==> src/rtl/fault_retry_pkg.sv <==
// constants and carrier types for the fault restart sequencer
`default_nettype none
package fault_retry_pkg;
  // ------------------------------------------------------------
  // fault-response byte layout
  // ------------------------------------------------------------
  localparam int RESP_MSB = 7;
  localparam int RESP_LSB = 6;
  localparam int RETRY_MSB = 5;
  localparam int RETRY_LSB = 3;
  localparam int DELAY_MSB = 2;
  localparam int DELAY_LSB = 0;
  // ------------------------------------------------------------
  // encodings and widths
  // ------------------------------------------------------------
  localparam logic [1:0] RESP_DISABLE_RETRY = 2'h2;
  localparam logic [2:0] RETRY_NONE = 3'h0;
  localparam logic [2:0] RETRY_FOREVER = 3'h7;
  localparam int UNIT_W = 16;
  localparam int DELAY_W = UNIT_W + 7;
  localparam logic [7:0] RESP_RESET = 8'h00;

  // host configuration
  typedef struct packed {
    logic [7:0] response;
    logic [UNIT_W-1:0] unit_cycles;
  } retry_cfg_s;

  // sequencer status
  typedef struct packed {
    logic output_enable;
    logic latched_off;
    logic restart_pulse;
    logic [2:0] attempts_made;
  } retry_stat_s;
endpackage
`default_nettype wire

==> src/rtl/fault_retry_sequencer.sv <==
// fault restart sequencer: attempt count and restart spacing
// Operation
// - retry field 2..6 gives exactly that many restart attempts
// - all attempts failed: output stays off until fault cleared
// - spacing between attempt starts is delay count times time unit
// - retry 111 restarts forever until off, bias loss or other fault
// - delay field selects two to the power of its value units
// - delay count serves as run time after fault or retry spacing; here only as retry spacing, never as run time
// - time unit length comes from a separate unit register
// - retry 000 makes no attempt; output off until cleared
// - retry 001 makes one attempt, then off until cleared
// - fault cleared by clear command, bit clear, off-on, bias loss; here only clear_faults clears, cmd_off and other_shutdown latch off
// - response 10 shuts down at once then follows retry setting
`default_nettype none
module fault_retry_sequencer (
  // clock and reset
  input wire logic clk,
  input wire logic reset,
  // configuration
  input wire fault_retry_pkg::retry_cfg_s cfg,
  // fault and clearing events
  input wire logic fault,
  input wire logic restart_ok,
  input wire logic clear_faults,
  input wire logic cmd_off,
  input wire logic other_shutdown,
  // status
  output fault_retry_pkg::retry_stat_s stat
);
  // ------------------------------------------------------------
  // state and helpers
  // ------------------------------------------------------------
  typedef enum logic [1:0] {RUN, WAIT, TRY, LATCH} state_e;
  localparam int DW = fault_retry_pkg::DELAY_W;

  // delay in cycles: 2**field units of unit_cycles each
  function automatic logic [DW-1:0] delay_cycles(
      input logic [2:0] field,
      input logic [fault_retry_pkg::UNIT_W-1:0] unit);
    logic [DW-1:0] u;
    u = DW'(unit);
    return u << field;
  endfunction

  state_e state, next_state;
  logic [DW-1:0] timer, next_timer;
  logic [2:0] tries, next_tries;
  logic oe, next_oe, pulse, next_pulse;
  logic [2:0] retry_set, dly;
  logic [1:0] resp;

  // fields of the fault-response byte
  assign resp = cfg.response[fault_retry_pkg::RESP_MSB:
                             fault_retry_pkg::RESP_LSB];
  assign retry_set = cfg.response[fault_retry_pkg::RETRY_MSB:
                                  fault_retry_pkg::RETRY_LSB];
  assign dly = cfg.response[fault_retry_pkg::DELAY_MSB:
                            fault_retry_pkg::DELAY_LSB];

  // ------------------------------------------------------------
  // sequencer next state
  // ------------------------------------------------------------
  always_comb begin
    next_state = state;
    next_timer = timer;
    next_tries = tries;
    next_oe = oe;
    next_pulse = 1'b0;
    case (state)
      RUN: begin
        next_oe = 1'b1;
        if (fault && resp == fault_retry_pkg::RESP_DISABLE_RETRY) begin
          next_oe = 1'b0;
          next_tries = 3'h0;
          if (retry_set == fault_retry_pkg::RETRY_NONE) begin
            next_state = LATCH;
          end else begin
            next_state = WAIT;
            next_timer = delay_cycles(dly, cfg.unit_cycles);
          end
        end
      end
      WAIT: begin
        next_oe = 1'b0;
        if (timer <= DW'(1)) begin
          next_state = TRY;
          next_oe = 1'b1;
          next_pulse = 1'b1;
          if (tries != 3'h7) begin
            next_tries = tries + 3'h1;
          end
          next_timer = delay_cycles(dly, cfg.unit_cycles);
        end else begin
          next_timer = timer - DW'(1);
        end
      end
      TRY: begin
        next_oe = 1'b1;
        if (restart_ok) begin
          next_state = RUN;
        end else if (timer <= DW'(1)) begin
          // attempt failed; next attempt start one delay later
          if (retry_set != fault_retry_pkg::RETRY_FOREVER &&
              tries >= retry_set) begin
            next_state = LATCH;
            next_oe = 1'b0;
          end else begin
            next_state = TRY;
            next_pulse = 1'b1;
            if (tries != 3'h7) begin
              next_tries = tries + 3'h1;
            end
            next_timer = delay_cycles(dly, cfg.unit_cycles);
          end
        end else begin
          next_timer = timer - DW'(1);
        end
      end
      LATCH: begin
        next_oe = 1'b0;
      end
      default: begin
        next_state = LATCH;
        next_oe = 1'b0;
      end
    endcase
    // clearing overrides everything except command off and other shutdown, which win
    if (clear_faults) begin
      next_state = RUN;
      next_oe = 1'b1;
      next_tries = 3'h0;
      next_pulse = 1'b0;
    end
    if (cmd_off || other_shutdown) begin
      next_state = LATCH;
      next_oe = 1'b0;
      next_pulse = 1'b0;
    end
  end

  // ------------------------------------------------------------
  // registers
  // ------------------------------------------------------------
  always_ff @(posedge clk) begin
    if (reset) begin
      state <= RUN;
      timer <= '0;
      tries <= 3'h0;
      oe <= 1'b1;
      pulse <= 1'b0;
    end else begin
      state <= next_state;
      timer <= next_timer;
      tries <= next_tries;
      oe <= next_oe;
      pulse <= next_pulse;
    end
  end

  // status word straight from the registers
  assign stat.output_enable = oe;
  assign stat.latched_off = (state == LATCH);
  assign stat.restart_pulse = pulse;
  assign stat.attempts_made = tries;

  // ------------------------------------------------------------
  // checks
  // ------------------------------------------------------------
  // latched off keeps the output dark until a clear
  a_latch_holds_off: assert property (@(posedge clk) disable iff (reset)
    state == LATCH && !clear_faults |=> !oe)
    else $error("output enabled while latched off");
  a_latch_dark: assert property (@(posedge clk) disable iff (reset)
    state == LATCH |-> !oe)
    else $error("output on in latched state");
  // attempt count never passes the retry setting
  a_attempt_limit: assert property (@(posedge clk) disable iff (reset)
    retry_set != fault_retry_pkg::RETRY_FOREVER && state != LATCH
      |-> tries <= retry_set || retry_set == 3'h0)
    else $error("more attempts than retry setting");
  a_none_no_try: assert property (@(posedge clk) disable iff (reset)
    state == RUN && fault && !clear_faults && !cmd_off &&
    !other_shutdown && resp == fault_retry_pkg::RESP_DISABLE_RETRY &&
    retry_set == 3'h0 |=> state == LATCH && !oe)
    else $error("retry none did not latch");
  a_once_latch: assert property (@(posedge clk) disable iff (reset)
    state == TRY && retry_set == 3'h1 && tries == 3'h1 &&
    timer <= 1 && !restart_ok && !clear_faults |=> state == LATCH)
    else $error("single retry did not latch");
  // a taken fault darkens the output at once and keeps it off while waiting
  a_shutdown_now: assert property (@(posedge clk) disable iff (reset)
    state == RUN && fault && !clear_faults &&
    resp == fault_retry_pkg::RESP_DISABLE_RETRY |=> !oe)
    else $error("output not shut down on fault");
  a_wait_dark: assert property (@(posedge clk) disable iff (reset)
    state == WAIT |-> !oe)
    else $error("output on while waiting to retry");
  // every attempt starts with the output on and a fresh spacing count
  a_first_attempt: assert property (@(posedge clk) disable iff (reset)
    state == WAIT && timer <= DW'(1) && !clear_faults && !cmd_off &&
    !other_shutdown |=> state == TRY && pulse)
    else $error("first attempt did not start");
  a_pulse_lit: assert property (@(posedge clk) disable iff (reset)
    pulse |-> oe && state == TRY)
    else $error("attempt start without output on");
  a_spacing_load: assert property (@(posedge clk) disable iff (reset)
    pulse |-> timer == delay_cycles(dly, cfg.unit_cycles)
      || $changed(cfg))
    else $error("retry spacing not loaded");
  // endless retry never latches on its own
  a_forever_keeps: assert property (@(posedge clk) disable iff (reset)
    state == TRY && retry_set == fault_retry_pkg::RETRY_FOREVER &&
    !restart_ok && !clear_faults && !cmd_off && !other_shutdown
      |=> state == TRY)
    else $error("endless retry stopped");
  a_success_run: assert property (@(posedge clk) disable iff (reset)
    state == TRY && restart_ok && !clear_faults && !cmd_off &&
    !other_shutdown |=> state == RUN && oe)
    else $error("good restart did not resume running");
  // clearing and commanding off
  a_clear_restores: assert property (@(posedge clk) disable iff (reset)
    clear_faults && !cmd_off && !other_shutdown |=> oe && tries == 0)
    else $error("clear did not restore output");
  a_off_stops: assert property (@(posedge clk) disable iff (reset)
    cmd_off |=> state == LATCH && !pulse)
    else $error("command off did not stop retries");
endmodule // fault_retry_sequencer
`default_nettype wire
==> config.mk <==
export PLATFORM = sky130hd
export DESIGN_NAME = fault_retry_sequencer
export DESIGN_NICKNAME = d
export VERILOG_FILES = /design/src/rtl/fault_retry_pkg.sv /design/src/rtl/fault_retry_sequencer.sv
export SDC_FILE = /design/constraint.sdc
export NUM_CORES = 1
export LEC_CHECK = 0
export ABC_CLOCK_PERIOD_IN_PS = 6700
export BUFFER_PORTS_ARGS = -buffer_cell sky130_fd_sc_hd__buf_2
export CORE_MARGIN = 5
export CORE_UTILIZATION = 55
export CTS_CLUSTER_DIAMETER = 50
export DETAILED_ROUTE_END_ITERATION = 8
export PLACE_DENSITY = 0.86
export SLEW_MARGIN = 20
export SYNTH_ARGS = -nofsm -noshare
export SYNTH_HDL_FRONTEND = slang
export SYNTH_SLANG_ARGS = --single-unit
==> constraint.sdc <==
create_clock -name clk -period 6.7 [get_ports clk]
set_input_delay 2.01 -clock clk [delete_from_list [all_inputs] [get_ports clk]]
set_output_delay 2.01 -clock clk [all_outputs]
set_load 0.02 [all_outputs]
### Word-level counts from Yosys, hierarchy flattened

Cells that the tools add are included.
W data, S select, Z words.

* bits in registers: 30
* latch bits: 0
* memory bits (writable): 0
* memory bits (read-only): 0
* input port bits: 31
* output and inout port bits: 6
* logic and storage cells: 72
* memories: 0

* $add $sub $neg: 2
* multipliers: 0
* div/mod/pow operators: 0
* $lt $le $gt $ge: 2
* eq/ne operators: 16
* shifts and indexed selects: 1
* mux-type cells: 34
* bitwise logic cells: 0
* reductions and logical operators: 12

Operators with widths (count)
* $mux W23: 6
* $pmux W23 S3: 1
* $le A23 B1 Y1 const B: 1
* $shl A16 B3 Y23: 1
* $sub A23 B1 Y23 const B: 1
* $mux W3: 6
* $mux W2: 7
* $ne A2 B2 Y1 const B: 6
* $mux W1: 10
* $ne A3 B3 Y1 const B: 3
* $pmux W3 S3: 1
* $ne A4 B4 Y1 const B: 2
* $eq A2 B2 Y1 const B: 3
* $pmux W2 S3: 1
* $reduce_and A6 Y1: 1
* $ne A5 B5 Y1 const B: 1
* $reduce_and A5 Y1: 1
* $reduce_bool A5 Y1: 1
* $pmux W1 S4: 1
* $reduce_and A4 Y1: 1
* $add A3 B1 Y3 const B: 1
* $ge A3 B3 Y1: 1
* $logic_not A3 Y1: 1
* $reduce_bool A3 Y1: 1
* other kinds (7): 8

### Logic depth before layout (Yosys ltp)

Gate-level depths: netlist of the first run.

* word-level depth: 8
* mapped depth: 9
* mapped depth without buffers: 8

### Worst setup path after synthesis of the first run

Ideal clock, no wire load.

* path type: input-to-reg
* from: in cfg[19] (netlist bit)
* to: reg tries[0]
* library setup time: 0.072 ns
* data arrival time: 3.552 ns
* data required time: 6.628 ns
* path slack: 3.076 ns
* cell stages on the path: 7
* buffers on the path: 0
* cell sequence: ha_1 nand2b_1 a211o_1 o211ai_1 o21ai_0 a21oi_1 mux2i_1

* cells in the longest elaborated chain, start to end: 4
* elaborated cells between the ends (all ways): 5
* classes of those cells: order compare: 1; eq/ne: 2; reduce/logical: 2

Ends and longest elaborated chain
* start: declaration: line fault_retry_sequencer.sv:20 `input wire fault_retry_pkg::retry_cfg_s cfg,`
* $ge A3 B3 Y1 or $ne A3 B3 Y1 (tied branches): line fault_retry_sequencer.sv:104, fault_retry_sequencer.sv:103
* $logic_and A1 B1 Y1 *: line fault_retry_sequencer.sv:103 `if (retry_set != fault_retry_pkg::RETRY_FOREVER &&`
* $ne A2 B2 Y1 (no line) *
* $reduce_and A6 Y1 (no line) *
* end signal: assignment: line fault_retry_sequencer.sv:154 `tries <= next_tries;`
* end: declaration: line fault_retry_sequencer.sv:47 `logic [2:0] tries, next_tries;`

Every way passes the cells marked *; elsewhere a longest branch is shown, timed or not.
A chain may end at the register's enable or synchronous reset.

### Final worst setup path of the first run

* from: in cfg[19] (netlist bit)
* to: reg timer[7]

* cells in the longest elaborated chain, start to end: 4
* elaborated cells between the ends (all ways): 7
* classes of those cells: order compare: 1; eq/ne: 3; reduce/logical: 3

Ends and longest elaborated chain
* $ge A3 B3 Y1 or $ne A3 B3 Y1 (tied branches): line fault_retry_sequencer.sv:104, fault_retry_sequencer.sv:103
* $logic_and A1 B1 Y1: line fault_retry_sequencer.sv:103
* $ne A3 B3 Y1 (no line)
* $reduce_and A5 Y1 (no line) *
* end signal: assignment: line fault_retry_sequencer.sv:153 `timer <= next_timer;`
* end: declaration: line fault_retry_sequencer.sv:46 `logic [DW-1:0] timer, next_timer;`

Marks and branches as above.

==> metrics.md, run 1 <==
| Metric | Value |
|---|---|
| Result of the run | completed |
| Share of flip-flops with an asynchronous set or reset | 0 |
| Hold slack | 462 ps |
| Largest net degree at the start of global routing | 26 |
| Lkg Pwr | 0.00122 uW |
| Start point of the critical path | cfg[19] |
| Share of cells above drive strength 1 | 0.150 |
| Final Hold Vio Count | 0 |
| Net Count, Synth | 402 |
| Category of the worst setup path launch point | input port |
| Setup Buffers After CTS | 0 |
| Final core utilization | 0.617 |
| Count of clock tree sinks | 30 |
| Largest buffer count on any clock path | 2 |
| Switching fraction of total power | 0.500 |
| Cell Pwr Density | 359 mW/mm2 |
| Most common cell after layout, fill and taps aside | a21oi_1 |
| Synthesized area | 0.00272 mm2 |
| Count of yosys warnings during synthesis | 0 |
| Final count of negative-setup-slack endpoints | 0 |
| Worst R2R Setup Slack | 3040 ps |
| Count of vias placed by the detailed router | 2834 |
| Port Buffers | 36 |
| Source-to-sink clock delay at the later pin of the worst-skew pair | 290 ps |
| Crit. End Element | flip-flop |
| Crit Path Category | in2reg |
| TritonCTS clock tree | done |
| Synth Register Bits | 30 |
| Number of top-level design ports | 37 |
| Number of detailed-route iterations in the first pass | 5 |
| Average instance area after synthesis | 7.57 um2 |
| GRT Residual Overflow | 0 |
| Post-CTS Hold Fix Bufs | 0 |
| Number of slew-limit violations in the final report | 0 |
| Tightest slew margin relative to the limit | 0.351 |
| Total clock buffers created by CTS | 5 |
| Total net switching power | 527 uW |
| Number of rows in the core area | 25 |
| Final Cycle Share | 0.602 |
| Overall routed net length | 7180 um |
| Vias per inst | 6.34 |
| RSZ-0062 raised after global routing | false |
| Skew final | 13.6 ps |
| Slew at the pin closest to its max-slew limit | 965 ps |
| Number of enable flip-flop cells after synthesis | 0 |
| Worst hold path type | reg2reg |
| Commonest cells after routing, fill and taps aside | a21oi_1 (44), mux2i_1 (39), nand2_1 (36), buf_2 (36), dfxtp_1 (30) |
| Min Clock Period, post-route | 4030 ps |
| Reg clk slew, reported paths | 80 ps |
| Die height | 80.3 um |
| Vias in the first global route | 2673 |
| Worst r2r path cells | 6 |
| First-pass GRT wire length | 11900 um |
| Commonest register cell after synthesis | dfxtp_1 |
| Die W | 80.3 um |
| Part of the total power dissipated in sequential elements | 0.252 |
| Relative contribution of the clock network to total power | 0.149 |
| Cell-internal power | 527 uW |
| Maximum Capacitance Violations | 0 |
| Number of gates resized after CTS | 0 |
| Data arrival time at the worst-slack endpoint | 4240 ps |
| Average routed wire per standard cell | 16.1 um |
| Antenna violations before repair | 0 |
| Maximum fanout count along the critical path | 14 |
| Final HPWL DP | 5300 um |
| Max Clk Rate | 0.248 GHz |
| Worst supply voltage drop on vdd | 0.189 mV |
| Area growth from synthesis to layout | 8.01% |
| Initial core utilization | 0.571 |
| Maximum level of the CTS H-tree | 2 |
| Endpoint of the lowest-slack register-to-register path | timer[9] |
| Root Buffer | clkbuf_8 |
| CP required | 6900 ps |
| Count of nets left with antenna violations after detail routing | 0 |
| Total GRT Usage | 0.229 |
| Sequential share of the synthesized area | 0.221 |
| Setup_tns | 0 ps |
| Combinational share of power | 0.599 |
| Global placer's final weighted congestion | 0.885 |
| Cells after Synth | 359 |
| Number of design rule violations left after detail routing | 0 |
| Number of antenna repair diodes | 0 |
| Core footprint | 0.00475 mm2 |
| Reg-to-Reg Start | timer[0] |
| End of the critical path | timer[7] |
| Detailed router's first-iteration violation count | 313 |
| # nets final | 422 |
| Total Die Area | 0.00644 mm2 |
| Number of library cell types mapped by synthesis | 58 |
critical path: stages:
cell and delay (ps):
buf_2 110, ha_1 270, nand2b_1 140, a211o_1 280, o211ai_1 300, o31a_2 400
nand2_1 360, o32ai_1 360
how the worst min path moves through the flow:
stage	start	cells past startpoint	end	slack, ps
after global routing	timer[13]	2	timer[13]	480
final	timer[13]	2	timer[13]	460
after detailed placement	timer[13]	2	timer[13]	450
after global placement	timer[13]	2	timer[13]	440
after floorplan	timer[13]	2	timer[13]	430
after CTS	timer[13]	2	timer[13]	460
flip-flops by register name, indices dropped and copies added (netlist names):
name	cells
oe	1
tries	3
pulse	1
state	2
timer	23
metal layers:
metal  share of wire  vias to the layer above  track usage
met5               0                        -            0
met4           0.018                        0       0.0861
met3           0.062                       17       0.0404
met2            0.49                      121        0.384
met1            0.43                     1314        0.291
li1                -                     1382            -
power by group through the flow:
stage          logic, uW  clock network [uW]  registers, uW
2_1_floorplan        509                   0            256
3_3_place_gp         595                   0            264
5_1_grt              696                 167            270
6_report             631                 158            265
4_1_cts              612                 159            263
3_5_place_dp         608                   0            267
kinds of logic after synthesis:
family / Yosys count / synth area share
DFF: 30 / 0.221
and+or+nand+nor: 121 / 0.222
adders and majority gates: 12 / 0.0553
muxes: 39 / 0.144
buffers and inverters: 45 / 0.0838
AOI/OAI and AO/OA: 112 / 0.274
per-stage QoR:
stage          cell area, um2  power, uW  setup slack, ps  instances
5_1_grt                  2930       1130             2510        447
3_3_place_gp             2840        860             2450        439
6_report                 2930       1050             2670        447
4_1_cts                  2930       1030             2690        447
2_1_floorplan            2720        765             3080        359
3_5_place_dp             2840        875             2390        439
cells in the mapped netlist (all sizes together) (5+ instances only):
master  number  area share
mux2i       39        0.14
a31oi        8       0.018
buf          9       0.027
o32ai       12       0.039
nor2b        7       0.016
ha          12       0.055
or3          5       0.012
nor3        11       0.020
inv         20       0.028
nand3       13       0.024
dfxtp       30        0.22
nand2       36       0.050
a21oi       44       0.081
clkbuf      15       0.028
o21ai       17       0.033
nor4         6       0.014
nor2        22       0.030
layout make-up:
cell class	count	area, um2
fill	428	1820
inverter	21	78.8
clock buffer	6	82.6
timing repair buffer	37	188
sequential	30	601
clock inverter	2	12.5
tap	67	83.8
multi-input combinational	284	1890
No activity file was read; power rests on OpenSTA's default activity.
==> inputs of run 2 (changes only) <==
ABC_AREA = 1   (was unset)
ABC_CLOCK_PERIOD_IN_PS = 4000   (was 6700)
PLACE_DENSITY = 0.85   (was 0.86)
clock period = 4 ns   (was 6.7 ns; I/O delays follow)
==> run 2 against run 1 <==
  * Combinational power shrank 3.8%
  * First-iteration DRC count decreased by 19%
  * Global-route usage decreased by 2.1 points
  * Critical endpoint is now timer[3]
  * Routed wire length up 4.0%
  * Synthesized area increased by 13%
  * Clock skew decreased by 7.9 ps
  * Utilization down 2.0 points
  * Clock-buffer cell count rose by 1
  * Non-clock buffer count decreased by 1
  * Synthesized cell count grew 52%
  * Total power grew 20%
==> metrics.md, run 2 <==
| Metric | Value |
|---|---|
| Count of yosys warnings during synthesis | 0 |
| Maximum level of the CTS H-tree | 2 |
| Number of top-level design ports | 37 |
| Worst R2R Setup Slack | 1740 ps |
| Pre-CTS worst setup slack | 993 ps |
| Depth of the worst hold-timing path | 2 |
| Fill cell total of the finished layout | 567 |
| Commonest register cell after synthesis | dfxtp_1 |
| CP required | 4220 ps |
| Dominant cell type by area after synthesis | nand2_1 |
| Tightest slew margin relative to the limit | 0.495 |
| # nets final | 610 |
| Number of gates resized after CTS | 0 |
| Count of clock tree sinks | 30 |
| Port Buffers | 36 |
| Met3 Resource Use GR | 0.0383 |
| Largest net degree at the start of global routing | 42 |
| Count of vias placed by the detailed router | 3334 |
| Largest buffer count on any clock path | 2 |
| Sequential share of the synthesized area | 0.196 |
| Vias in the first global route | 3020 |
| TritonCTS clock tree | done |
| Total clock buffers created by CTS | 5 |
| Design Area, Final | 0.00327 mm2 |
| # placed instances | 632 |
| Cell-internal power | 692 uW |
| Worst supply voltage drop on vdd | 0.297 mV |
| Cells after Synth | 547 |
| Maximum fanout count along the critical path | 41 |
| Fraction of the mapped netlist area in compound gates | 0.125 |
| Total Die Area | 0.00718 mm2 |
| First-pass GRT wire length | 12700 um |
| Simple-gate share of the synthesized area | 0.479 |
| Most utilized layer in the global route result | met2 |
| Min Clock Period, post-route | 2760 ps |
| Worst hold path type | reg2reg |
| Final worst setup slack | 1240 ps |
| Overall routed net length | 7460 um |
| Combinational family with the most area after synthesis | simple AND/OR/NAND/NOR gates |
| Skew final | 5.68 ps |
| Final count of negative-setup-slack endpoints | 0 |
| Source-to-sink clock delay at the later pin of the worst-skew pair | 290 ps |
| Relative contribution of the clock network to total power | 0.208 |
| Proportion of synthesized area in mux cells | 0 |
| Number of slew-limit violations in the final report | 0 |
| Average routed wire per standard cell | 11.7 um |
| Data arrival time at the worst-slack endpoint | 2980 ps |
| RSZ-0062 raised after global routing | false |
| Core footprint | 0.00547 mm2 |
| Die height | 84.7 um |
| Crit Path Category | in2reg |
| Slew at the pin closest to its max-slew limit | 756 ps |
| Number of library cell types mapped by synthesis | 34 |
| Max Clk Rate | 0.363 GHz |
| Number of detailed-route iterations in the first pass | 5 |
| Area share of the leading cell type in the synthesized netlist | 0.227 |
| Share of flip-flops with an asynchronous set or reset | 0 |
| Registers with the most flip-flops | timer (23), tries (3), state (2) |
| Most frequent cell after synthesis | nand2_1 |
| Cell Pwr Density | 387 mW/mm2 |
| Number of enable flip-flop cells after synthesis | 0 |
| Area growth from synthesis to layout | 6.44% |
| Leading cell types by count after synthesis | nand2_1 (186), nor2_1 (86), inv_1 (50) |
| Final HPWL DP | 5640 um |
| Part of the total power dissipated in sequential elements | 0.311 |
| Switching fraction of total power | 0.453 |
| Main area contributors after synthesis | nand2_1 (23%), dfxtp_1 (20%), nor2_1 (11%) |
| Category of the worst setup path launch point | input port |
| End of the worst hold path | tries[0] |
| Count of nets left with antenna violations after detail routing | 0 |
| Number of flip-flops under the largest register name | 23 |
| Post-route insts no fill | 640 |
| Lkg Pwr | 0.00169 uW |
| Combinational share of power | 0.481 |
| Adder-Cell Fraction of Synth Area | 0.0489 |
| Met1 usage in global routing | 0.268 |
| Synthesized area | 0.00307 mm2 |
| Die W | 84.7 um |
| Synth Register Bits | 30 |
| Setup Buffers After CTS | 0 |
| Initial core utilization | 0.561 |
| Setup_tns | 0 ps |
| Net Count, Synth | 590 |
| Commonest cells after routing, fill and taps aside | nand2_1 (186), nor2_1 (86), inv_1 (50) |
| Startpoint of the lowest-slack hold path | tries[0] |
| Crit. End Element | flip-flop |
| Total net switching power | 572 uW |
| Antenna violations before repair | 0 |
| Total GRT Usage | 0.208 |
| Worst r2r path cells | 11 |
| Final Cycle Share | 0.689 |
| GRT Residual Overflow | 0 |
| Reg clk slew, reported paths | 70 ps |
| Endpoint of the lowest-slack register-to-register path | timer[3] |
| Fraction of synthesized cell area in xor and xnor cells | 0.0371 |
| Placed Instance Area | 0.00318 mm2 |
| Root Buffer | clkbuf_8 |
| Result of the run | completed |
| Reg-to-Reg Start | state[0] |
| Number of rows in the core area | 27 |
| Post-CTS Hold Fix Bufs | 0 |
| Most common cell after layout, fill and taps aside | nand2_1 |
| Final Hold Vio Count | 0 |
| Detailed router's first-iteration violation count | 253 |
| Final core utilization | 0.597 |
| Number of design rule violations left after detail routing | 0 |
| Vias per inst | 5.21 |
| Met2 track demand over resource in global routing | 0.359 |
| Global placer's final weighted congestion | 0.885 |
| Share of cells above drive strength 1 | 0.125 |
| Top register by number of flip-flops | timer |
| Average instance area after synthesis | 5.62 um2 |
| Number of antenna repair diodes | 0 |
| Maximum Capacitance Violations | 0 |
==> run 2: cell type report <==
type	instances	area (um2)	area share
multi-input cells	444	2120	0.648
flip-flops and latches	30	601	0.184
inverters	50	188	0.0574
repair buffers	36	180	0.0551
well taps	72	90.1	0.0276
clock buffers	7	86.3	0.0264
clock inverters	1	5.00	0.00153
==> run 2: through the flow <==
stage          hold WS, ps  total power, uW
2_1_floorplan          475              896
3_3_place_gp           499              974
3_5_place_dp           511              994
4_1_cts                520             1260
5_1_grt                554             1370
6_report               518             1260
==> run 2: worst max-delay path, cell delays in order <==
cell     delay, ps
buf_2           90
inv_1           70
ha_1           340
a21oi_1        160
nand3_1         80
nand2_1        120
inv_1           80
nand3_2        100
nand2_4        250
inv_1          230
nand2_1        100
a21oi_1        150
==> run 2: power by group through the flow <==
stage / clock network (uW) / registers (uW) / logic (uW)
floorplan: 0 / 388 / 507
global placement: 0 / 397 / 577
detailed placement: 0 / 399 / 595
CTS: 263 / 392 / 602
global route: 279 / 399 / 695
finish: 263 / 393 / 607
==> run 2: metal layers <==
metal  vias up  share of wire
met4         0          0.014
met1      1465           0.47
li1       1760              -
met3        14          0.053
met5         -              0
met2        95           0.46
==> run 2: logic make-up after synthesis <==
group,count (synthesis)
DFF,30
xor gates and xnor gates,13
and+or+nand+nor,347
adders and majority gates,12
buffers and inverters,73
AOI/OAI and AO/OA,72
==> run 2: worst max-delay path by stage <==
| stage | start | end | slack (ps) | cells past startpoint |
|---|---|---|---|---|
| 6_report | cfg[21] | timer[3] | 1240 | 12 |
| 2_1_floorplan | cfg[21] | timer[21] | 1520 | 12 |
| 5_1_grt | cfg[21] | timer[3] | 1120 | 12 |
| 3_3_place_gp | cfg[21] | timer[1] | 1120 | 13 |
| 4_1_cts | cfg[21] | timer[3] | 1250 | 12 |
| 3_5_place_dp | cfg[21] | timer[3] | 990 | 12 |
